$ cat config.mk
export PLATFORM = sky130hd
export DESIGN_NAME = adc_result_readout
export DESIGN_NICKNAME = d
export VERILOG_FILES = /design/src/include/adc_readout_pkg.sv /design/src/logic/result_hold.sv /design/src/logic/adc_result_readout.sv
export SDC_FILE = /design/constraint.sdc
export NUM_CORES = 1
export LEC_CHECK = 0
export ABC_AREA = 1
export BUFFER_PORTS_ARGS = -buffer_cell sky130_fd_sc_hd__buf_2
export CAP_MARGIN = 20
export CORE_MARGIN = 1.5
export CORE_UTILIZATION = 52
export CTS_BUF_LIST = sky130_fd_sc_hd__clkbuf_16
export CTS_CLUSTER_DIAMETER = 50
export DETAILED_ROUTE_END_ITERATION = 8
export GPL_TIMING_DRIVEN = 0
export PLACE_DENSITY = 0.81
export SYNTH_ARGS = -nofsm -noshare
export SYNTH_HDL_FRONTEND = slang
export SYNTH_HIERARCHICAL = 1
export SYNTH_SLANG_ARGS = --single-unit
$ cat constraint.sdc
create_clock -name clk -period 1.6 [get_ports clk]
set_clock_uncertainty 0.15 [all_clocks]
set_input_delay 0.32 -clock clk [delete_from_list [all_inputs] [get_ports clk]]
set_output_delay 0.32 -clock clk [all_outputs]
set_load 0.01 [all_outputs]
$ cat src/include/adc_readout_pkg.sv
// Purpose: Shared constants and types for the conversion result read-back bank.
// Assumes: 16-bit serial frames, one address byte followed by one data byte.
// Notes: Offsets are byte addresses on the serial control port.
package adc_readout_pkg;

    // Widths
    localparam int SAMPLE_W = 24;
    localparam int BYTE_W = 8;
    localparam int ADDR_W = 7;
    localparam int CHAN_N = 5;

    // Channel slots inside the result array
    localparam int CH_I1 = 0;
    localparam int CH_V1 = 1;
    localparam int CH_I2 = 2;
    localparam int CH_V2 = 3;
    localparam int CH_I3 = 4;

    // Offsets in the full map
    localparam logic [6:0] OFF_I1_HIGH = 7'h05;
    localparam logic [6:0] OFF_I1_MID = 7'h06;
    localparam logic [6:0] OFF_I1_LOW = 7'h07;
    localparam logic [6:0] OFF_V1_TAG = 7'h08;
    localparam logic [6:0] OFF_V1_HIGH = 7'h09;
    localparam logic [6:0] OFF_V1_MID = 7'h0A;
    localparam logic [6:0] OFF_V1_LOW = 7'h0B;
    localparam logic [6:0] OFF_I2_TAG = 7'h0C;
    localparam logic [6:0] OFF_I2_HIGH = 7'h0D;
    localparam logic [6:0] OFF_I2_MID = 7'h0E;
    localparam logic [6:0] OFF_I2_LOW = 7'h0F;
    localparam logic [6:0] OFF_V2_TAG = 7'h10;
    localparam logic [6:0] OFF_V2_HIGH = 7'h11;
    localparam logic [6:0] OFF_V2_MID = 7'h12;
    localparam logic [6:0] OFF_V2_LOW = 7'h13;
    localparam logic [6:0] OFF_I3_TAG = 7'h14;
    localparam logic [6:0] OFF_I3_HIGH = 7'h15;
    localparam logic [6:0] OFF_I3_MID = 7'h16;

    // Offsets in the compacted map
    localparam logic [6:0] CMP_I1_HIGH = 7'h02;
    localparam logic [6:0] CMP_I1_MID = 7'h03;
    localparam logic [6:0] CMP_V1_HIGH = 7'h04;
    localparam logic [6:0] CMP_V1_MID = 7'h05;
    localparam logic [6:0] CMP_I2_HIGH = 7'h06;
    localparam logic [6:0] CMP_I2_MID = 7'h07;
    localparam logic [6:0] CMP_V2_HIGH = 7'h08;
    localparam logic [6:0] CMP_V2_MID = 7'h09;
    localparam logic [6:0] CMP_I3_HIGH = 7'h0A;
    localparam logic [6:0] CMP_I3_MID = 7'h0B;

    // Fixed tag values
    localparam logic [7:0] voltage1_tag_value = 8'h03;
    localparam logic [7:0] current2_tag_value = 8'h04;
    localparam logic [7:0] voltage2_tag_value = 8'h05;
    localparam logic [7:0] current3_tag_value = 8'h06;

    // Reset values and serial framing
    localparam logic [23:0] RESULT_RESET = 24'h000000;
    localparam logic [7:0] UNMAPPED_BYTE = 8'h00;
    localparam logic [2:0] PIN_IDLE = 3'b010;
    localparam logic [3:0] LAST_BIT = 4'h7;
    localparam int WRITE_BIT = 7;

    typedef enum logic [3:0] {
        ST_IDLE = 4'b0001,
        ST_ADDR = 4'b0010,
        ST_DATA = 4'b0100,
        ST_DONE = 4'b1000
    } link_state_t;

endpackage : adc_readout_pkg

$ cat src/logic/result_hold.sv
// Purpose: Holds one channel's conversion result and splits it into bytes.
// Assumes: load is a one-cycle strobe from logic on the same clock.
// Notes: Reading the bytes never disturbs the held value.
`timescale 1ns/1ps
module result_hold
    import adc_readout_pkg::*;
#(
    parameter logic [23:0] RESET_VAL = RESULT_RESET
) (
    input wire logic clk,
    input wire logic resetn,
    input wire logic load,
    input wire logic [23:0] sample_in,
    output logic [7:0] byte_high,
    output logic [7:0] byte_mid,
    output logic [7:0] byte_low
);

    logic [23:0] sample_reg;

    // Only reset or a new conversion updates the held value
    always_ff @(posedge clk) begin
        if (!resetn) begin
            sample_reg <= RESET_VAL;
        end else if (load) begin
            sample_reg <= sample_in;
        end
    end

    // Byte split of the held result
    assign byte_high = sample_reg[23:16];
    assign byte_mid = sample_reg[15:8];
    assign byte_low = sample_reg[7:0];

endmodule : result_hold

$ cat src/logic/adc_result_readout.sv
// Purpose: Read-only result bank answering on the serial control port.
// Assumes: Clock mode 1 framing, address byte then data byte, pins are asynchronous.
// Notes: compact_mode comes from the configuration logic outside this block.
//
// Overview of operation
// - Results split into high, middle, low bytes
// - Low byte returns sample bits seven to zero
// - Voltage channel 1 tag reads three
// - Current channel 2 tag reads four
// - Voltage channel 2 tag reads five
// - Current channel 3 tag reads six
// - Compaction mode hides all tag registers
// - High and middle offsets depend on mode
// - Compacted high and middle bytes start 0x02
// - Compaction mode hides all low bytes
`timescale 1ns/1ps
module adc_result_readout
    import adc_readout_pkg::*;
(
    input wire logic clk,
    input wire logic resetn,
    input wire logic sclk,
    input wire logic select_n,
    input wire logic mosi,
    output logic miso_o,
    output logic miso_oe,
    input wire logic compact_mode,
    input wire logic [4:0] sample_load,
    input wire logic [23:0] current1_sample,
    input wire logic [23:0] voltage1_sample,
    input wire logic [23:0] current2_sample,
    input wire logic [23:0] voltage2_sample,
    input wire logic [23:0] current3_sample
);

    // Pin order in the sync vectors: {mosi, select_n, sclk}
    logic [2:0] sync1_reg;
    logic [2:0] sync2_reg;
    logic [2:0] sync3_reg;
    logic [2:0] pin_reg;
    logic [2:0] pin_prev_reg;
    logic sclk_rise;
    logic sclk_fall;
    logic selected;

    link_state_t state_reg;
    logic [3:0] bit_cnt_reg;
    logic [6:0] shift_reg;
    logic [7:0] addr_reg;
    logic addr_done_reg;
    logic [7:0] tx_reg;
    logic [7:0] tx_next;
    logic miso_reg;
    logic oe_reg;

    logic [23:0] sample_in [CHAN_N];
    logic [7:0] res_high [CHAN_N];
    logic [7:0] res_mid [CHAN_N];
    logic [7:0] res_low [CHAN_N];

    // Three-stage synchroniser for the serial pins
    always_ff @(posedge clk) begin
        if (!resetn) begin
            sync1_reg <= PIN_IDLE;
            sync2_reg <= PIN_IDLE;
            sync3_reg <= PIN_IDLE;
        end else begin
            sync1_reg <= {mosi, select_n, sclk};
            sync2_reg <= sync1_reg;
            sync3_reg <= sync2_reg;
        end
    end

    // A pin level counts only once stages two and three agree
    always_ff @(posedge clk) begin
        if (!resetn) begin
            pin_reg <= PIN_IDLE;
        end else begin
            for (int i = 0; i < 3; i++) begin
                if (sync2_reg[i] == sync3_reg[i]) begin
                    pin_reg[i] <= sync3_reg[i];
                end
            end
        end
    end

    // Previous filtered level, for edge detection
    always_ff @(posedge clk) begin
        if (!resetn) begin
            pin_prev_reg <= PIN_IDLE;
        end else begin
            pin_prev_reg <= pin_reg;
        end
    end

    // Edges of the filtered clock pin
    assign sclk_rise = pin_reg[0] & ~pin_prev_reg[0];
    assign sclk_fall = ~pin_reg[0] & pin_prev_reg[0];
    assign selected = ~pin_reg[1];

    // Assemble the sample array for the result holders
    assign sample_in[CH_I1] = current1_sample;
    assign sample_in[CH_V1] = voltage1_sample;
    assign sample_in[CH_I2] = current2_sample;
    assign sample_in[CH_V2] = voltage2_sample;
    assign sample_in[CH_I3] = current3_sample;

    // One result holder per channel
    for (genvar g = 0; g < CHAN_N; g++) begin : gen_chan
        result_hold #(
            .RESET_VAL(RESULT_RESET)
        ) u_hold (
            .clk(clk),
            .resetn(resetn),
            .load(sample_load[g]),
            .sample_in(sample_in[g]),
            .byte_high(res_high[g]),
            .byte_mid(res_mid[g]),
            .byte_low(res_low[g])
        );
    end

    // Frame sequencer; deselect aborts any frame at once
    always_ff @(posedge clk) begin
        if (!resetn) begin
            state_reg <= ST_IDLE;
        end else if (!selected) begin
            state_reg <= ST_IDLE;
        end else begin
            case (state_reg)
                ST_IDLE: begin
                    state_reg <= ST_ADDR;
                end
                ST_ADDR: begin
                    if (sclk_fall && bit_cnt_reg == LAST_BIT) begin
                        state_reg <= ST_DATA;
                    end
                end
                ST_DATA: begin
                    if (sclk_rise && bit_cnt_reg == LAST_BIT) begin
                        state_reg <= ST_DONE;
                    end
                end
                ST_DONE: begin
                    state_reg <= ST_DONE;
                end
                default: begin
                    state_reg <= ST_IDLE;
                end
            endcase
        end
    end

    // Bit counter, advanced on falling edges for address, rising for data
    always_ff @(posedge clk) begin
        if (!resetn) begin
            bit_cnt_reg <= 4'h0;
        end else if (state_reg == ST_IDLE) begin
            bit_cnt_reg <= 4'h0;
        end else if (state_reg == ST_ADDR && sclk_fall) begin
            bit_cnt_reg <= (bit_cnt_reg == LAST_BIT) ? 4'h0 : bit_cnt_reg + 4'h1;
        end else if (state_reg == ST_DATA && sclk_rise) begin
            bit_cnt_reg <= bit_cnt_reg + 4'h1;
        end
    end

    // Address byte, MSB first, mosi taken on the falling edge
    always_ff @(posedge clk) begin
        if (!resetn) begin
            shift_reg <= 7'h00;
            addr_reg <= 8'h00;
        end else if (state_reg == ST_ADDR && sclk_fall) begin
            shift_reg <= {shift_reg[5:0], pin_reg[2]};
            if (bit_cnt_reg == LAST_BIT) begin
                addr_reg <= {shift_reg, pin_reg[2]};
            end
        end
    end

    // One-cycle pulse once the address byte is complete
    always_ff @(posedge clk) begin
        if (!resetn) begin
            addr_done_reg <= 1'b0;
        end else begin
            addr_done_reg <= selected && state_reg == ST_ADDR && sclk_fall
                && bit_cnt_reg == LAST_BIT;
        end
    end

    // Read decode; pure mux, so a read leaves every holder untouched
    // side-effect free read
    always_comb begin
        tx_next = UNMAPPED_BYTE;
        if (addr_reg[WRITE_BIT]) begin
            tx_next = UNMAPPED_BYTE;
        end else if (compact_mode) begin
            case (addr_reg[6:0])
                CMP_I1_HIGH: tx_next = res_high[CH_I1];
                CMP_I1_MID: tx_next = res_mid[CH_I1];
                CMP_V1_HIGH: tx_next = res_high[CH_V1];
                CMP_V1_MID: tx_next = res_mid[CH_V1];
                CMP_I2_HIGH: tx_next = res_high[CH_I2];
                CMP_I2_MID: tx_next = res_mid[CH_I2];
                CMP_V2_HIGH: tx_next = res_high[CH_V2];
                CMP_V2_MID: tx_next = res_mid[CH_V2];
                CMP_I3_HIGH: tx_next = res_high[CH_I3];
                CMP_I3_MID: tx_next = res_mid[CH_I3];
                default: tx_next = UNMAPPED_BYTE;
            endcase
        end else begin
            case (addr_reg[6:0])
                OFF_I1_HIGH: tx_next = res_high[CH_I1];
                OFF_I1_MID: tx_next = res_mid[CH_I1];
                OFF_I1_LOW: tx_next = res_low[CH_I1];
                OFF_V1_TAG: tx_next = voltage1_tag_value;
                OFF_V1_HIGH: tx_next = res_high[CH_V1];
                OFF_V1_MID: tx_next = res_mid[CH_V1];
                OFF_V1_LOW: tx_next = res_low[CH_V1];
                OFF_I2_TAG: tx_next = current2_tag_value;
                OFF_I2_HIGH: tx_next = res_high[CH_I2];
                OFF_I2_MID: tx_next = res_mid[CH_I2];
                OFF_I2_LOW: tx_next = res_low[CH_I2];
                OFF_V2_TAG: tx_next = voltage2_tag_value;
                OFF_V2_HIGH: tx_next = res_high[CH_V2];
                OFF_V2_MID: tx_next = res_mid[CH_V2];
                OFF_V2_LOW: tx_next = res_low[CH_V2];
                OFF_I3_TAG: tx_next = current3_tag_value;
                OFF_I3_HIGH: tx_next = res_high[CH_I3];
                OFF_I3_MID: tx_next = res_mid[CH_I3];
                default: tx_next = UNMAPPED_BYTE;
            endcase
        end
    end

    // Transmit byte captured once, so a result update mid-byte cannot tear it
    always_ff @(posedge clk) begin
        if (!resetn) begin
            tx_reg <= 8'h00;
        end else if (addr_done_reg) begin
            tx_reg <= tx_next;
        end else if (state_reg == ST_DATA && sclk_rise) begin
            tx_reg <= {tx_reg[6:0], 1'b0};
        end
    end

    // Mode 1: drive the next bit on each rising edge of the data byte
    always_ff @(posedge clk) begin
        if (!resetn) begin
            miso_reg <= 1'b0;
        end else if (state_reg == ST_DATA && sclk_rise) begin
            miso_reg <= tx_reg[7];
        end else if (state_reg == ST_IDLE) begin
            miso_reg <= 1'b0;
        end
    end

    // Drive the data pin only while selected
    always_ff @(posedge clk) begin
        if (!resetn) begin
            oe_reg <= 1'b0;
        end else begin
            oe_reg <= selected;
        end
    end

    assign miso_o = miso_reg;
    assign miso_oe = oe_reg;
endmodule : adc_result_readout

==> metrics.txt <==
vias in the first global route 8401; RR Startpoint addr_reg[2]; Hold Vio Cnt, Final 0; max reg flops 112; post-synth net total 1489; data arrival time of the worst path 2180 ps; Hold WC Path Type input pin to flop; clk_lat worst skew 420 ps; PortBufs 118; fin crit share 1.231; wire length per cell 15.96 µm; grt ovf 0; synth-to-layout area growth 30.02%; post-synthesis cell count 1357; Crit. End Element flop; final wirelength 28.19 mm; CTS Buf Count 17; Slew headroom 0.3342; CP max FO 8; worst path required time 1810 ps; Synth warnings 6; CP Class flop to flop; Worst path slowest cell dfxtp_4; Critical Path Start addr_reg[2]; WHS Path Cells 5; Final Max Slew Viols 0; CTS Root Buffer Type clkbuf_16; first-pass GRT wire length 42.98 mm; Reg2Reg Setup Slack -370 ps; IO Pins 133; Via Count 8973; first-pass iteration count of the detailed router 5; Final WS setup -370.2 ps; final net count 1674; # H-tree levels 4; CORE AREA 15310 µm²; total stage count of the critical path 11; register clock-pin slew on the reported worst setup and hold paths 60 ps; Peak supply drop 0.0008032 V; Top delay family on crit path simple AND/OR/NAND/NOR gates; fmax 507.6 MHz; Total GRT Usage 0.3431; RSZ-0062 raised after global routing yes; Tightest Pin Transition 995.1 ps; max cap viols 0; Final min period 1970 ps; Critical Path Start Type flop; Reg-to-Reg End tx_reg[5]; Leak 5.534 nW; Mean Syn Cell Area 6.032 µm²; CTS tree built; Die Ht 128.5 µm; Final ANT Viol Nets 0; Cell Area, Synth 8185 µm²; CTS Buffer Depth 2; placed instance area 9056 µm²; share of layout cells above drive strength 1 0.2334; Power Density 853.0 nW/µm²; final setup vio count 14; via-per-instance ratio 5.081; die area 16500 µm²; Most Frequent Cell on Critical Path nand2_1; Chip Width 128.5 µm; n_diodes 0; Initial Utilization 0.5345; Final HPWL DP 20.53 mm; antenna violations before repair 0; CP max stage delay 370 ps; # clock sinks 159; setup TNS -2959 ps; worst path bufs/invs 2; largest net degree at the start of global routing 33; status complete, but fails checks; cell area after layout 10640 µm²; GP Congestion 0.9915; critical-path cell list buf_4, nor2_1, nand2_1, nor2_4, buf_4, nand2_1, nand2_1, nor2_1, nand4_1, nand3_2, a21oi_2; DRC 0; Iter 0 DRT Violations 791; violated checks setup timing; row count 45; capture point of the worst path tx_reg[5]; Register-to-Register Path Depth 11
-- layout by cell type (no fill, tap or decap), types with 6 or more instances in the layout --
cell type / n
dfxtp_1: 148
buf_6: 29
nand3_2: 9
buf_2: 140
buf_4: 36
clkbuf_16: 17
o21ai_0: 25
inv_1: 164
dfxtp_2: 7
nand2_2: 24
a21oi_2: 11
nand3_1: 91
o21ai_2: 6
inv_2: 8
nand2_1: 428
a21oi_1: 21
nor2_4: 22
nand4_1: 19
nor2_1: 278
-- how the worst min path moves through the flow --
stage,start,end,slack [ps]
after floorplan,sync1_reg[0],sync2_reg[0],240
after global placement,sync1_reg[0],sync2_reg[0],240
after detailed placement,sync1_reg[0],sync2_reg[0],250
after CTS,voltage1_sample[0],gen_chan[1].u_hold/sample_reg[0],20
after global routing,sample_load[4],gen_chan[4].u_hold/sample_reg[23],40
final,voltage1_sample[0],gen_chan[1].u_hold/sample_reg[0],30
-- tightest hold or removal path: cells and delay by family --
| kind | cells | cell delay, ps |
|---|---|---|
| buf+inv | 2 | 100 |
| simple gates | 3 | 140 |
-- timing repair --
item,CTS,global route
gates resized for setup,116,65
hold buffers,3,0
gates cloned,1,1
endpoints found under the hold margin,3,0
setup buffers,29,14
endpoints found under the setup margin,26,29
pin swaps,29,31
-- stage by stage --
| stage | util | hold WS (ps) | setup WS (ps) | total power [mW] | cells |
|---|---|---|---|---|---|
| 6_report | 0.6949 | 28.72 | -370.2 | 9.079 | 1766 |
| 5_1_grt | 0.6949 | 41.63 | -446.3 | 9.397 | 1766 |
| 4_1_cts | 0.6759 | 23.63 | -300.4 | 9.084 | 1751 |
| 3_5_place_dp | 0.5913 | 251.5 | -731.0 | 5.189 | 1686 |
| 3_3_place_gp | 0.5913 | 243.4 | -704.4 | 5.162 | 1686 |
| 2_1_floorplan | - | 240.5 | -3.814 | 4.852 | 1357 |
-- per-layer routing --
metal  vias to the layer above  wire, µm  track usage
li1                       4483         -            -
met1                      4055     12000       0.4310
met2                       376     13150       0.5718
met3                        59      2119      0.07609
met4                         0       916       0.1428
met5                         -         0            0
-- final cells by class --
cell class | instances | area, µm²
sequential | 159 | 3207
inverter | 178 | 685.7
multi-input combinational | 966 | 4431
clock buffer | 17 | 425.4
timing repair buffer | 166 | 1040
tap | 211 | 264.0
buffer | 54 | 445.4
fill | 1418 | 4672
clock inverter | 15 | 145.1
-- report_power, final --
group / switching [mW] / internal [mW] / total, mW / leakage, nW
Clock: 1.67 / 2.29 / 3.96 / 0.275
Sequential: 0.203 / 4.16 / 4.36 / 1.32
Combinational: 0.422 / 0.339 / 0.761 / 3.94
Total: 2.29 / 6.79 / 9.08 / 5.53
No activity file was read; power rests on OpenSTA's default activity.
